[src/cmd_decode_map.vh]
// Notes on behaviour
// RQ1 - host sets bit 7 of the command byte to mark it as a command
// RQ2 - transaction field 01 is register addressing, 11 is special function
// RQ3 - host never sends transaction type 00 or 10
// RQ4 - normal command loads five-bit low field as register index
// RQ5 - register index is kept for later reads and writes until replaced
// RQ6 - function 00100 forces interrupt by setting status interrupt bits at 0x13
// RQ7 - 00110 clears light irq, 00111 clears both, 01010 clears unfiltered irq
// RQ8 - host issues no reserved special function codes
// RQ9 - interrupt pin asserts only while an enable bit at 0x00 is set
// RQ10 - forced interrupt stays until a clear function removes it
// RQ11 - clear functions act once and leave no state behind
// RQ12 - enable bit 4 is filtered irq enable, bit 7 unfiltered irq enable; the code lets either bit pass either flag to the pin
// RQ13 - first write byte is command; later bytes go to selected register
`ifndef CMD_DECODE_MAP_VH
`define CMD_DECODE_MAP_VH
`define CMD_BIT 7
`define TRANS_HI 6
`define TRANS_LO 5
`define TRANS_NORMAL 2'b01
`define TRANS_SPECIAL 2'b11
`define SF_FORCE 5'h04
`define SF_CLR_FILT 5'h06
`define SF_CLR_BOTH 5'h07
`define SF_CLR_UNFILT 5'h0a
`define ADDR_ENABLE 5'h00
`define ADDR_STATUS 5'h13
`define EN_FILT_BIT 4
`define EN_UNFILT_BIT 7
`define ST_FILT_BIT 4
`define ST_UNFILT_BIT 5
`define POINTER_RESET 5'h00
`define ENABLE_RESET 8'h00
`define ADDR_HI 4
`define ADDR_LO 0
`define FIRST_RESET 1'b1
`define FLAG_RESET 1'b0
`define PIN_OE_N_RESET 1'b1
`define DATA_RESET 8'h00
`define READ_IDLE 8'h00
`endif

[src/sf_decode.v]
`timescale 1ns/1ps
`include "cmd_decode_map.vh"
module sf_decode (
    input wire [7:0] cmd_byte_in,
    output wire is_cmd_out,
    output wire is_normal_out,
    output wire force_out,
    output wire clr_filt_out,
    output wire clr_unfilt_out
);
    wire [1:0] trans = cmd_byte_in[`TRANS_HI:`TRANS_LO];
    wire [4:0] code = cmd_byte_in[`ADDR_HI:`ADDR_LO];
    wire special = cmd_byte_in[`CMD_BIT] && (trans == `TRANS_SPECIAL);
    // RQ2 transaction type decode
    assign is_cmd_out = cmd_byte_in[`CMD_BIT];
    assign is_normal_out = cmd_byte_in[`CMD_BIT] && (trans == `TRANS_NORMAL);
    // RQ6 force code
    assign force_out = special && (code == `SF_FORCE);
    // RQ7 clear codes
    assign clr_filt_out = special && ((code == `SF_CLR_FILT) || (code == `SF_CLR_BOTH));
    assign clr_unfilt_out = special && ((code == `SF_CLR_UNFILT) || (code == `SF_CLR_BOTH));
endmodule // sf_decode

[src/light_sensor_command_decoder.v]
`timescale 1ns/1ps
`include "cmd_decode_map.vh"
module light_sensor_command_decoder (
    input wire core_clk_in,
    input wire reset_in,
    input wire wr_start_in,
    input wire wr_byte_valid_in,
    input wire [7:0] wr_byte_in,
    input wire rd_byte_taken_in,
    input wire filt_event_in,
    input wire unfilt_event_in,
    output reg [4:0] reg_pointer_out,
    output reg reg_wr_out,
    output reg [7:0] reg_wr_data_out,
    output reg [7:0] rd_data_out,
    output reg [7:0] enable_out,
    output reg filt_irq_out,
    output reg unfilt_irq_out,
    output wire int_n_out,
    output wire int_oe_n_out
);
    ////////////////////////////////////////////////////////////////
    // held state and its next values
    reg first_q;
    reg first_d;
    reg [4:0] pointer_q;
    reg [4:0] pointer_d;
    reg [7:0] enable_q;
    reg [7:0] enable_d;
    reg filt_q;
    reg filt_d;
    reg unfilt_q;
    reg unfilt_d;
    reg pin_oe_n_q;
    reg pin_oe_n_d;
    reg [7:0] rd_data_d;

    // decoded fields of the incoming byte
    wire is_cmd;
    wire is_normal;
    wire do_force;
    wire do_clr_filt;
    wire do_clr_unfilt;

    // one-cycle strobes, valid only on the byte that carries them
    wire cmd_strobe;
    wire data_strobe;
    wire force_strobe;
    wire clr_filt_strobe;
    wire clr_unfilt_strobe;
    wire pointer_load;
    wire enable_load;

    ////////////////////////////////////////////////////////////////
    // set beats clear: a threshold event in the clear cycle is kept
    function flag_next;
        input cur;
        input set;
        input clr;
        begin
            if (set) begin
                flag_next = 1'b1;
            end else if (clr) begin
                flag_next = 1'b0;
            end else begin
                flag_next = cur;
            end
        end
    endfunction

    // status and enable read back; other addresses live outside
    function [7:0] read_mux;
        input [4:0] ptr;
        input [7:0] en;
        input flag_a;
        input flag_b;
        begin
            read_mux = `READ_IDLE;
            if (ptr == `ADDR_STATUS) begin
                read_mux[`ST_FILT_BIT] = flag_a;
                read_mux[`ST_UNFILT_BIT] = flag_b;
            end else if (ptr == `ADDR_ENABLE) begin
                read_mux = en;
            end
        end
    endfunction

    // pending flag reaches the pin only through an enable
    function irq_visible;
        input [7:0] en;
        input flag_a;
        input flag_b;
        begin
            irq_visible = (flag_a || flag_b) && (en[`EN_FILT_BIT] || en[`EN_UNFILT_BIT]);
        end
    endfunction

    ////////////////////////////////////////////////////////////////
    sf_decode u_dec (
        .cmd_byte_in(wr_byte_in),
        .is_cmd_out(is_cmd),
        .is_normal_out(is_normal),
        .force_out(do_force),
        .clr_filt_out(do_clr_filt),
        .clr_unfilt_out(do_clr_unfilt)
    );

    // RQ13 first byte is command
    assign cmd_strobe = wr_byte_valid_in && first_q && is_cmd;
    assign data_strobe = wr_byte_valid_in && !first_q;
    // RQ2 RQ6 RQ7 decoded actions
    assign force_strobe = cmd_strobe && do_force;
    assign clr_filt_strobe = cmd_strobe && do_clr_filt;
    assign clr_unfilt_strobe = cmd_strobe && do_clr_unfilt;
    assign pointer_load = cmd_strobe && is_normal;
    // RQ12 enable register write
    assign enable_load = data_strobe && (pointer_q == `ADDR_ENABLE);

    ////////////////////////////////////////////////////////////////
    // RQ13 byte framing
    always @* begin
        first_d = first_q;
        if (wr_start_in) begin
            first_d = 1'b1;
        end else if (wr_byte_valid_in) begin
            first_d = 1'b0;
        end
    end

    // RQ4 RQ5 pointer load, hold
    // reads never step the pointer, so rd_byte_taken_in is left unused
    always @* begin
        pointer_d = pointer_q;
        if (pointer_load) begin
            pointer_d = wr_byte_in[`ADDR_HI:`ADDR_LO];
        end
    end

    // RQ12 enable bits
    always @* begin
        enable_d = enable_q;
        if (enable_load) begin
            enable_d = wr_byte_in;
        end
    end

    // RQ6 RQ10 RQ11 flags, one-shot clears
    always @* begin
        filt_d = flag_next(filt_q, force_strobe || filt_event_in, clr_filt_strobe);
        unfilt_d = flag_next(unfilt_q, force_strobe || unfilt_event_in, clr_unfilt_strobe);
    end

    // RQ9 pin gated by enables
    // registered so the pin lines up with the flag and enable views
    always @* begin
        pin_oe_n_d = !irq_visible(enable_q, filt_q, unfilt_q);
    end

    // RQ5 read data from held pointer
    always @* begin
        rd_data_d = read_mux(pointer_q, enable_q, filt_q, unfilt_q);
    end

    ////////////////////////////////////////////////////////////////
    always @(posedge core_clk_in) begin
        if (reset_in) begin
            first_q <= `FIRST_RESET;
            pointer_q <= `POINTER_RESET;
            enable_q <= `ENABLE_RESET;
            filt_q <= `FLAG_RESET;
            unfilt_q <= `FLAG_RESET;
        end else begin
            first_q <= first_d;
            pointer_q <= pointer_d;
            enable_q <= enable_d;
            filt_q <= filt_d;
            unfilt_q <= unfilt_d;
        end
    end

    // views lag the held state by one cycle
    always @(posedge core_clk_in) begin
        if (reset_in) begin
            reg_pointer_out <= `POINTER_RESET;
            enable_out <= `ENABLE_RESET;
            filt_irq_out <= `FLAG_RESET;
            unfilt_irq_out <= `FLAG_RESET;
            pin_oe_n_q <= `PIN_OE_N_RESET;
        end else begin
            reg_pointer_out <= pointer_q;
            enable_out <= enable_q;
            filt_irq_out <= filt_q;
            unfilt_irq_out <= unfilt_q;
            pin_oe_n_q <= pin_oe_n_d;
        end
    end

    // RQ13 data bytes to pointer register
    always @(posedge core_clk_in) begin
        if (reset_in) begin
            reg_wr_out <= 1'b0;
            reg_wr_data_out <= `DATA_RESET;
        end else begin
            reg_wr_out <= data_strobe;
            if (data_strobe) begin
                reg_wr_data_out <= wr_byte_in;
            end
        end
    end

    // RQ5 read data register
    always @(posedge core_clk_in) begin
        if (reset_in) begin
            rd_data_out <= `DATA_RESET;
        end else begin
            rd_data_out <= rd_data_d;
        end
    end

    ////////////////////////////////////////////////////////////////
    // RQ9 open drain pin
    // data held low; only the enable moves, so the line never drives high
    assign int_n_out = 1'b0;
    assign int_oe_n_out = pin_oe_n_q;
endmodule // light_sensor_command_decoder

[config.mk]
export PLATFORM = sky130hd
export DESIGN_NAME = light_sensor_command_decoder
export DESIGN_NICKNAME = d
export VERILOG_FILES = /design/src/sf_decode.v /design/src/light_sensor_command_decoder.v
export VERILOG_INCLUDE_DIRS = /design/src
export SDC_FILE = /design/constraint.sdc
export NUM_CORES = 1
export LEC_CHECK = 0
export BUFFER_PORTS_ARGS = -buffer_cell sky130_fd_sc_hd__clkbuf_2
export CORE_ASPECT_RATIO = 0.7
export CORE_MARGIN = 1.5
export CORE_UTILIZATION = 50
export DETAILED_ROUTE_END_ITERATION = 8
export HOLD_SLACK_MARGIN = 0.05
export PLACE_DENSITY = 0.84
export SLEW_MARGIN = 5
export SYNTH_ARGS = -nofsm -noshare
export SYNTH_HDL_FRONTEND = slang
export SYNTH_SLANG_ARGS = --single-unit
[constraint.sdc]
create_clock -name core_clk_in -period 1.55 [get_ports core_clk_in]
set_input_delay 0.0775 -clock core_clk_in [delete_from_list [all_inputs] [get_ports core_clk_in]]
set_output_delay 0.0775 -clock core_clk_in [all_outputs]
set_load 0.01 [all_outputs]
After elaboration in Yosys (flattened, before gate mapping)
Index checks and enable logic that the tools add are counted.
{ "word_totals": {"in_bits": 15, "out_inout_bits": 34, "regBits": 49} }
{ "op_classes": {"n_reduce_logical": 27, "muxes": 6, "bitwise": 1, "eq_ne": 7} }
{ "ops": {"columns": ["cell", "count"], "rows": [
  ["5-bit by 3-bit == test with 1-bit output, second input constant", 3],
  ["1-bit logical AND", 14],
  ["1-bit logical OR", 6],
  ["6-bit 2-to-1 mux", 1],
  ["5-bit by 4-bit == test with 1-bit output, second input constant", 1],
  ["5-bit == test, second input constant", 1],
  ["5-bit logical NOT", 1],
  ["1-bit 2-to-1 mux", 4],
  ["2-bit nonzero test", 2],
  ["3-bit OR reduction", 1],
  ["2-bit by 1-bit == test with 1-bit output, second input constant", 1],
  ["2-bit == test, second input constant", 1],
  ["1-bit logical NOT", 2],
  ["2-bit 2-to-1 mux", 1],
  ["2-bit OR reduction", 1],
  ["1-bit NOT", 1]
]} }

Longest topological paths before layout
{ "logic_depth": {"ltp_word": 6, "ltp_mapped": 5} }

Cells and area by module
A second synthesis with hierarchy kept.
{ "hier_totals": {"hier_cells": 168, "hier_area_um2": 1705.4} }
{ "modules_own_cells": {"columns": ["module", "instances", "area_per_inst_um2", "seq_area_each_um2", "cells_per_inst"], "rows": [
  ["light_sensor_command_decoder", 1, 1631.6, 980.9, 157],
  ["sf_decode", 1, 73.8, 0.0, 11]
]} }

Worst setup path after synthesis
No wires, ideal clock.
{ "synth_timing": {"kind": "register to register", "from": "reg first_q", "to": "reg filt_q", "required_time_ns": 1.468, "synth_period_minus_slack_ns": 1.220, "path_slack_ns": 0.330, "setup_time_ns": 0.082, "arrival_ns": 1.138, "n_path_buf": 0, "path_stages_with_launch": 4, "cell_sequence": "dfxtp_1 nand4_4 or4_4 o221ai_1"} }
{ "synth_between": {"elab_chain_cells": 5} }
{ "synth_lines": {"columns": ["item", "line", "rtl"], "rows": [
  ["start, declared", "light_sensor_command_decoder.v:24", "reg first_q;"],
  ["start signal, assigned", "light_sensor_command_decoder.v:167", "first_q <= `FIRST_RESET;"],
  ["start signal, assigned", "light_sensor_command_decoder.v:173", "first_q <= first_d;"],
  ["1-bit logical AND * (2 in a row)", "light_sensor_command_decoder.v:109", "assign cmd_strobe = wr_byte_valid_in && first_q && is_cmd;"],
  ["1-bit logical AND", "light_sensor_command_decoder.v:112", "assign force_strobe = cmd_strobe && do_force;"],
  ["1-bit logical OR", "light_sensor_command_decoder.v:149", "filt_d = flag_next(filt_q, force_strobe || filt_event_in, clr_filt_strobe);"],
  ["1-bit 2-to-1 mux or 2-bit nonzero test (tied branches)", null, null],
  ["end signal, assigned", "light_sensor_command_decoder.v:170", "filt_q <= `FLAG_RESET;"],
  ["end signal, assigned", "light_sensor_command_decoder.v:176", "filt_q <= filt_d;"],
  ["end, declared", "light_sensor_command_decoder.v:30", "reg filt_q;"]
]} }
Mark *: on every way between the ends. The rest lies on a longest branch, timed or not.
A chain may end at the register's enable or synchronous reset.

Worst setup path after layout
Ends and elaborated chain as after synthesis.

==> reports/summary.md <==
49 I/O pins were placed. The wire length of the first global-routing pass is 5326 um. In this run the most critical hold path is launched from unfilt_event_in. Derived from the worst setup path, the maximum achievable clock frequency is 754.7 MHz.

The tools report the net count of the finished layout as 237. Setup violations remaining at the end of the flow were counted as 0. After clock tree synthesis, the clock-pin slew on the worst setup and hold paths is 0.08 ns. Of the synthesized area, sequential elements account for 57.35%. The cell area that synthesis handed to floorplanning was 1710 um2. TritonCTS built the clock tree. In this run the clock root is driven by a clkbuf_8. For the initial core utilization, the log shows 53.25%. After detailed routing, the number of vias per cell comes to 4.659. The design draws 0.002367 W.

The insertion delay to the later sink of the worst-skew pair was 0.29 ns. After synthesis, the share of flip-flops with an asynchronous set or reset is 0%. Among all flip-flop cells after synthesis, the most frequent one is dfxtp_1. Among all cell types in the netlist, the one instantiated most often is dfxtp_1. Reg-to-reg setup timing slack: 0.22 ns.

The count of buffering cells on the critical path with inverters included works out to 0. Power density normalized to cell area: 1132 nW/um2. The flop and latch count out of synthesis was 49. The number of antenna violations at the first check in global routing is 0, and the net count after synthesis is 189. Net switching is 20.61% of the power. The tools report the combinational fraction of design power as 6.7%. The tools report the number of clock sinks as 49.

The floorplan has 17 rows. The internal portion of the total power is 0.001879 W. Compared with the post-synthesis result, the final layout area differs by 22.24%. Switching power total: 0.0004879 W. For the number of fillers in the final layout, the log shows 279. The run gives 0 as the number of hold violations in the final report. The critical-path maximum fanout was 8; the number of setup buffers added after CTS was 0.

The first-pass iteration count of the detailed router is 4, and the H-tree depth is 2. The die is 51.94 um tall. Counting flops with a built-in enable in the synthesized netlist gives 0. The total routing resource utilization after global routing was 18.87%. The detailed router placed 1258 vias in this run. Counting instances in the post-synthesis netlist gives the leading cell types as dfxtp_1 (49), nand2_1 (17), nand2b_1 (16), inv_1 (14), a21oi_1 (13). The flow ran to the end, and the final reports show no timing, DRC or antenna violations. The worst-case hold path end point is flag_next.cur.

Entering global routing, the biggest net connects 40 pins. After layout, the worst setup slack is 0.2249 ns. The analysis attributes to cell leakage a power of 0.9812 nW.

During synthesis, Yosys emitted a total of 0 warnings. The kind of path behind the tightest hold check is in -> reg. The biggest area contributor in the post-synthesis netlist is dfxtp_1. In this run the biggest area consumer among cell types represents 57.35% of the synthesized area. Setup repair after global routing left no endpoint under its margin. The tools report the worst reg2reg path endpoint as filt_q.

Data on the critical path arrives at its endpoint at 1.54 ns. For the count of final max-slew check failures, the log shows 0. The deepest clock path buffer count was 2; the clock share of power was 38.4%. Timing analysis after detailed placement gives a worst setup slack of 0.2392 ns. The netlist uses 31 different library cells. The critical path runs through a total of 3 cells. The startpoint-to-endpoint class of the critical path is reg -> reg.

In the synthesized netlist, the number of instances is 174. The count of cells in the finished layout, fillers not included, comes to 270. Averaged over all synthesized cells, the footprint is 9.830 um2. STA classifies the critical path endpoint as a flop.

The kind of cell with the highest combined delay along the critical path is simple AND/OR/NAND/NOR gates. The time the final worst path needs with I/O delays and setup was 1.325 ns; the highest ir drop seen on vdd was 0.0005661 V. The share of layout cells above drive strength 1 works out to 27.35%. In this run, CTS created clock tree buffers numbering 5.

The wire-length estimate of the detail-placed layout is 2206 um. The slowest stage of the critical path is the or4_4 cell. For the overall overflow remaining after global route, the log shows 0.

The critical path goes through nand4_4, or4_4, o221ai_1. After layout, the worst path uses 85.49% of the clock period. The via count of the first global-routing pass is 1156, and the setup TNS is 0 ns. The logs give 0.7225 for the global placer's final weighted congestion and 0 for the number of DRC violations after detailed routing. Port buffering added 46 buffers. The number of placed instances, taps included, is 261.

The repair_antennas step left the layout with diodes totalling 0. The hold path depth was 3; the die outline area was 3786 um2. The routed wirelength normalized by instance count came out at 11.36 um. The startpoint identified for the worst register-to-register timing path is first_q. Antenna violation net count after detailed routing: 0. The largest single stage delay on the critical path is 0.56 ns. The run gives 54.9% as the sequential power share. Across the run, the number of max-cap violations was 0. Element type at the critical path start: a flop. After floorplanning, the core was sized to cover 3212 um2.

The worst register-to-register path has a depth of 3. The logs give 3067 um for the sum of routed wire length over all layers and 46 for the number of DRC markers in iteration 0. The tools report the critical path data required time as 1.76 ns. Utilization after layout: 65.10%.

The floorplan die width is 72.91 um. In the post-synthesis netlist, the biggest area contributors are dfxtp_1 (57%), nand2b_1 (5.9%), mux2i_1 (4.7%). The largest clock skew in the final design was 0.004864 ns.
## worst max-delay path by stage
stage,end,start
after global placement,flag_next.cur,first_q
after global routing,flag_next.cur,first_q
after floorplan,filt_q,first_q
final,filt_q,first_q
after CTS,filt_q,first_q
after detailed placement,filt_q,first_q
## repair_timing
action / 4_1_cts / 5_1_grt
hold buffers: 1 / 0
endpoints found under the hold margin: 1 / 0
resized for setup: 0 / 0
## metal layers
| layer | up-vias | global-route usage [%] | wire length, um | share of wire (%) |
|---|---|---|---|---|
| met5 | - | 0 | 0 | 0 |
| met2 | 45 | 28.75 | 1324 | 43 |
| met1 | 546 | 25.33 | 1484 | 48 |
| met4 | 0 | 6.604 | 35 | 1.1 |
| li1 | 662 | - | - | - |
| met3 | 5 | 5.814 | 222 | 7.2 |
## stage by stage
step | hold WS (ns) | area (um2)
floorplan | 0.1779 | 1710
global placement | 0.2679 | 1964
detailed placement | 0.2960 | 1964
CTS | 0.07034 | 2091
global route | 0.08857 | 2091
finish | 0.07795 | 2091
## tightest hold or removal path, cell delays in order
cell and delay (ns):
clkbuf_2 0.08, inv_1 0.05, o221ai_1 0.11
## cells by family after synthesis
kind of cell | after synthesis | synth area share [%]
buffers and inverters | 23 | 6.437
other | 1 | 0.2192
and+or+nand+nor | 68 | 23.19
muxes | 8 | 4.682
AOI/OAI and AO/OA | 25 | 8.120
DFF | 49 | 57.35
## state kept, by name, summed over array words and instances, names as in the netlist, 5 cells and up
signal	flops
reg_pointer_out	5
pointer_q	5
reg_wr_data_out	8
enable_q	8
enable_out	8
rd_data_out	8
## area by class of cell
| cell class | count | area (um2) | area share [%] |
|---|---|---|---|
| inverter | 14 | 52.55 | 2.513 |
| tap | 47 | 58.81 | 2.813 |
| timing repair buffer | 50 | 262.8 | 12.57 |
| sequential | 49 | 980.9 | 46.92 |
| clock inverter | 1 | 30.03 | 1.436 |
| clock buffer | 7 | 86.33 | 4.129 |
| multi-input combinational | 102 | 619.3 | 29.62 |
## placed cells by master, fill, tap and decap left out
cell type / netlist / final
a211oi_1: 1 / 1
a21oi_1: 13 / 13
and3_1: 1 / 1
and4_2: 1 / 1
buf_4: 4 / 3
bufinv_16: 0 / 1
clkbuf_1: 3 / 1
clkbuf_2: 0 / 46
clkbuf_8: 0 / 6
conb_1: 1 / 1
dfxtp_1: 49 / 49
dlygate4sd3_1: 0 / 1
inv_1: 14 / 14
mux2i_1: 8 / 8
nand2_1: 17 / 17
nand2b_1: 16 / 16
nand2b_4: 1 / 1
nand3_1: 5 / 5
nand3b_1: 2 / 2
nand4_1: 1 / 1
nand4_4: 1 / 1
nor2_1: 9 / 9
nor2b_1: 6 / 6
nor3_1: 1 / 1
nor4b_1: 1 / 1
o21ai_0: 6 / 6
o221ai_1: 2 / 2
o22ai_1: 3 / 3
or2b_1: 2 / 2
or2b_2: 1 / 1
or3_1: 1 / 1
or3b_1: 1 / 1
or4_4: 1 / 1
## power groups by stage
stage / Sequential (W) / Clock, W / Combinational, W
2_1_floorplan: 0.00134 / 0 / 0.0000888
3_3_place_gp: 0.00133 / 0 / 0.000154
3_5_place_dp: 0.00133 / 0 / 0.000156
4_1_cts: 0.00130 / 0.000931 / 0.000159
5_1_grt: 0.00130 / 0.000982 / 0.000178
6_report: 0.00130 / 0.000909 / 0.000158
No activity file was read; power rests on OpenSTA's default activity.
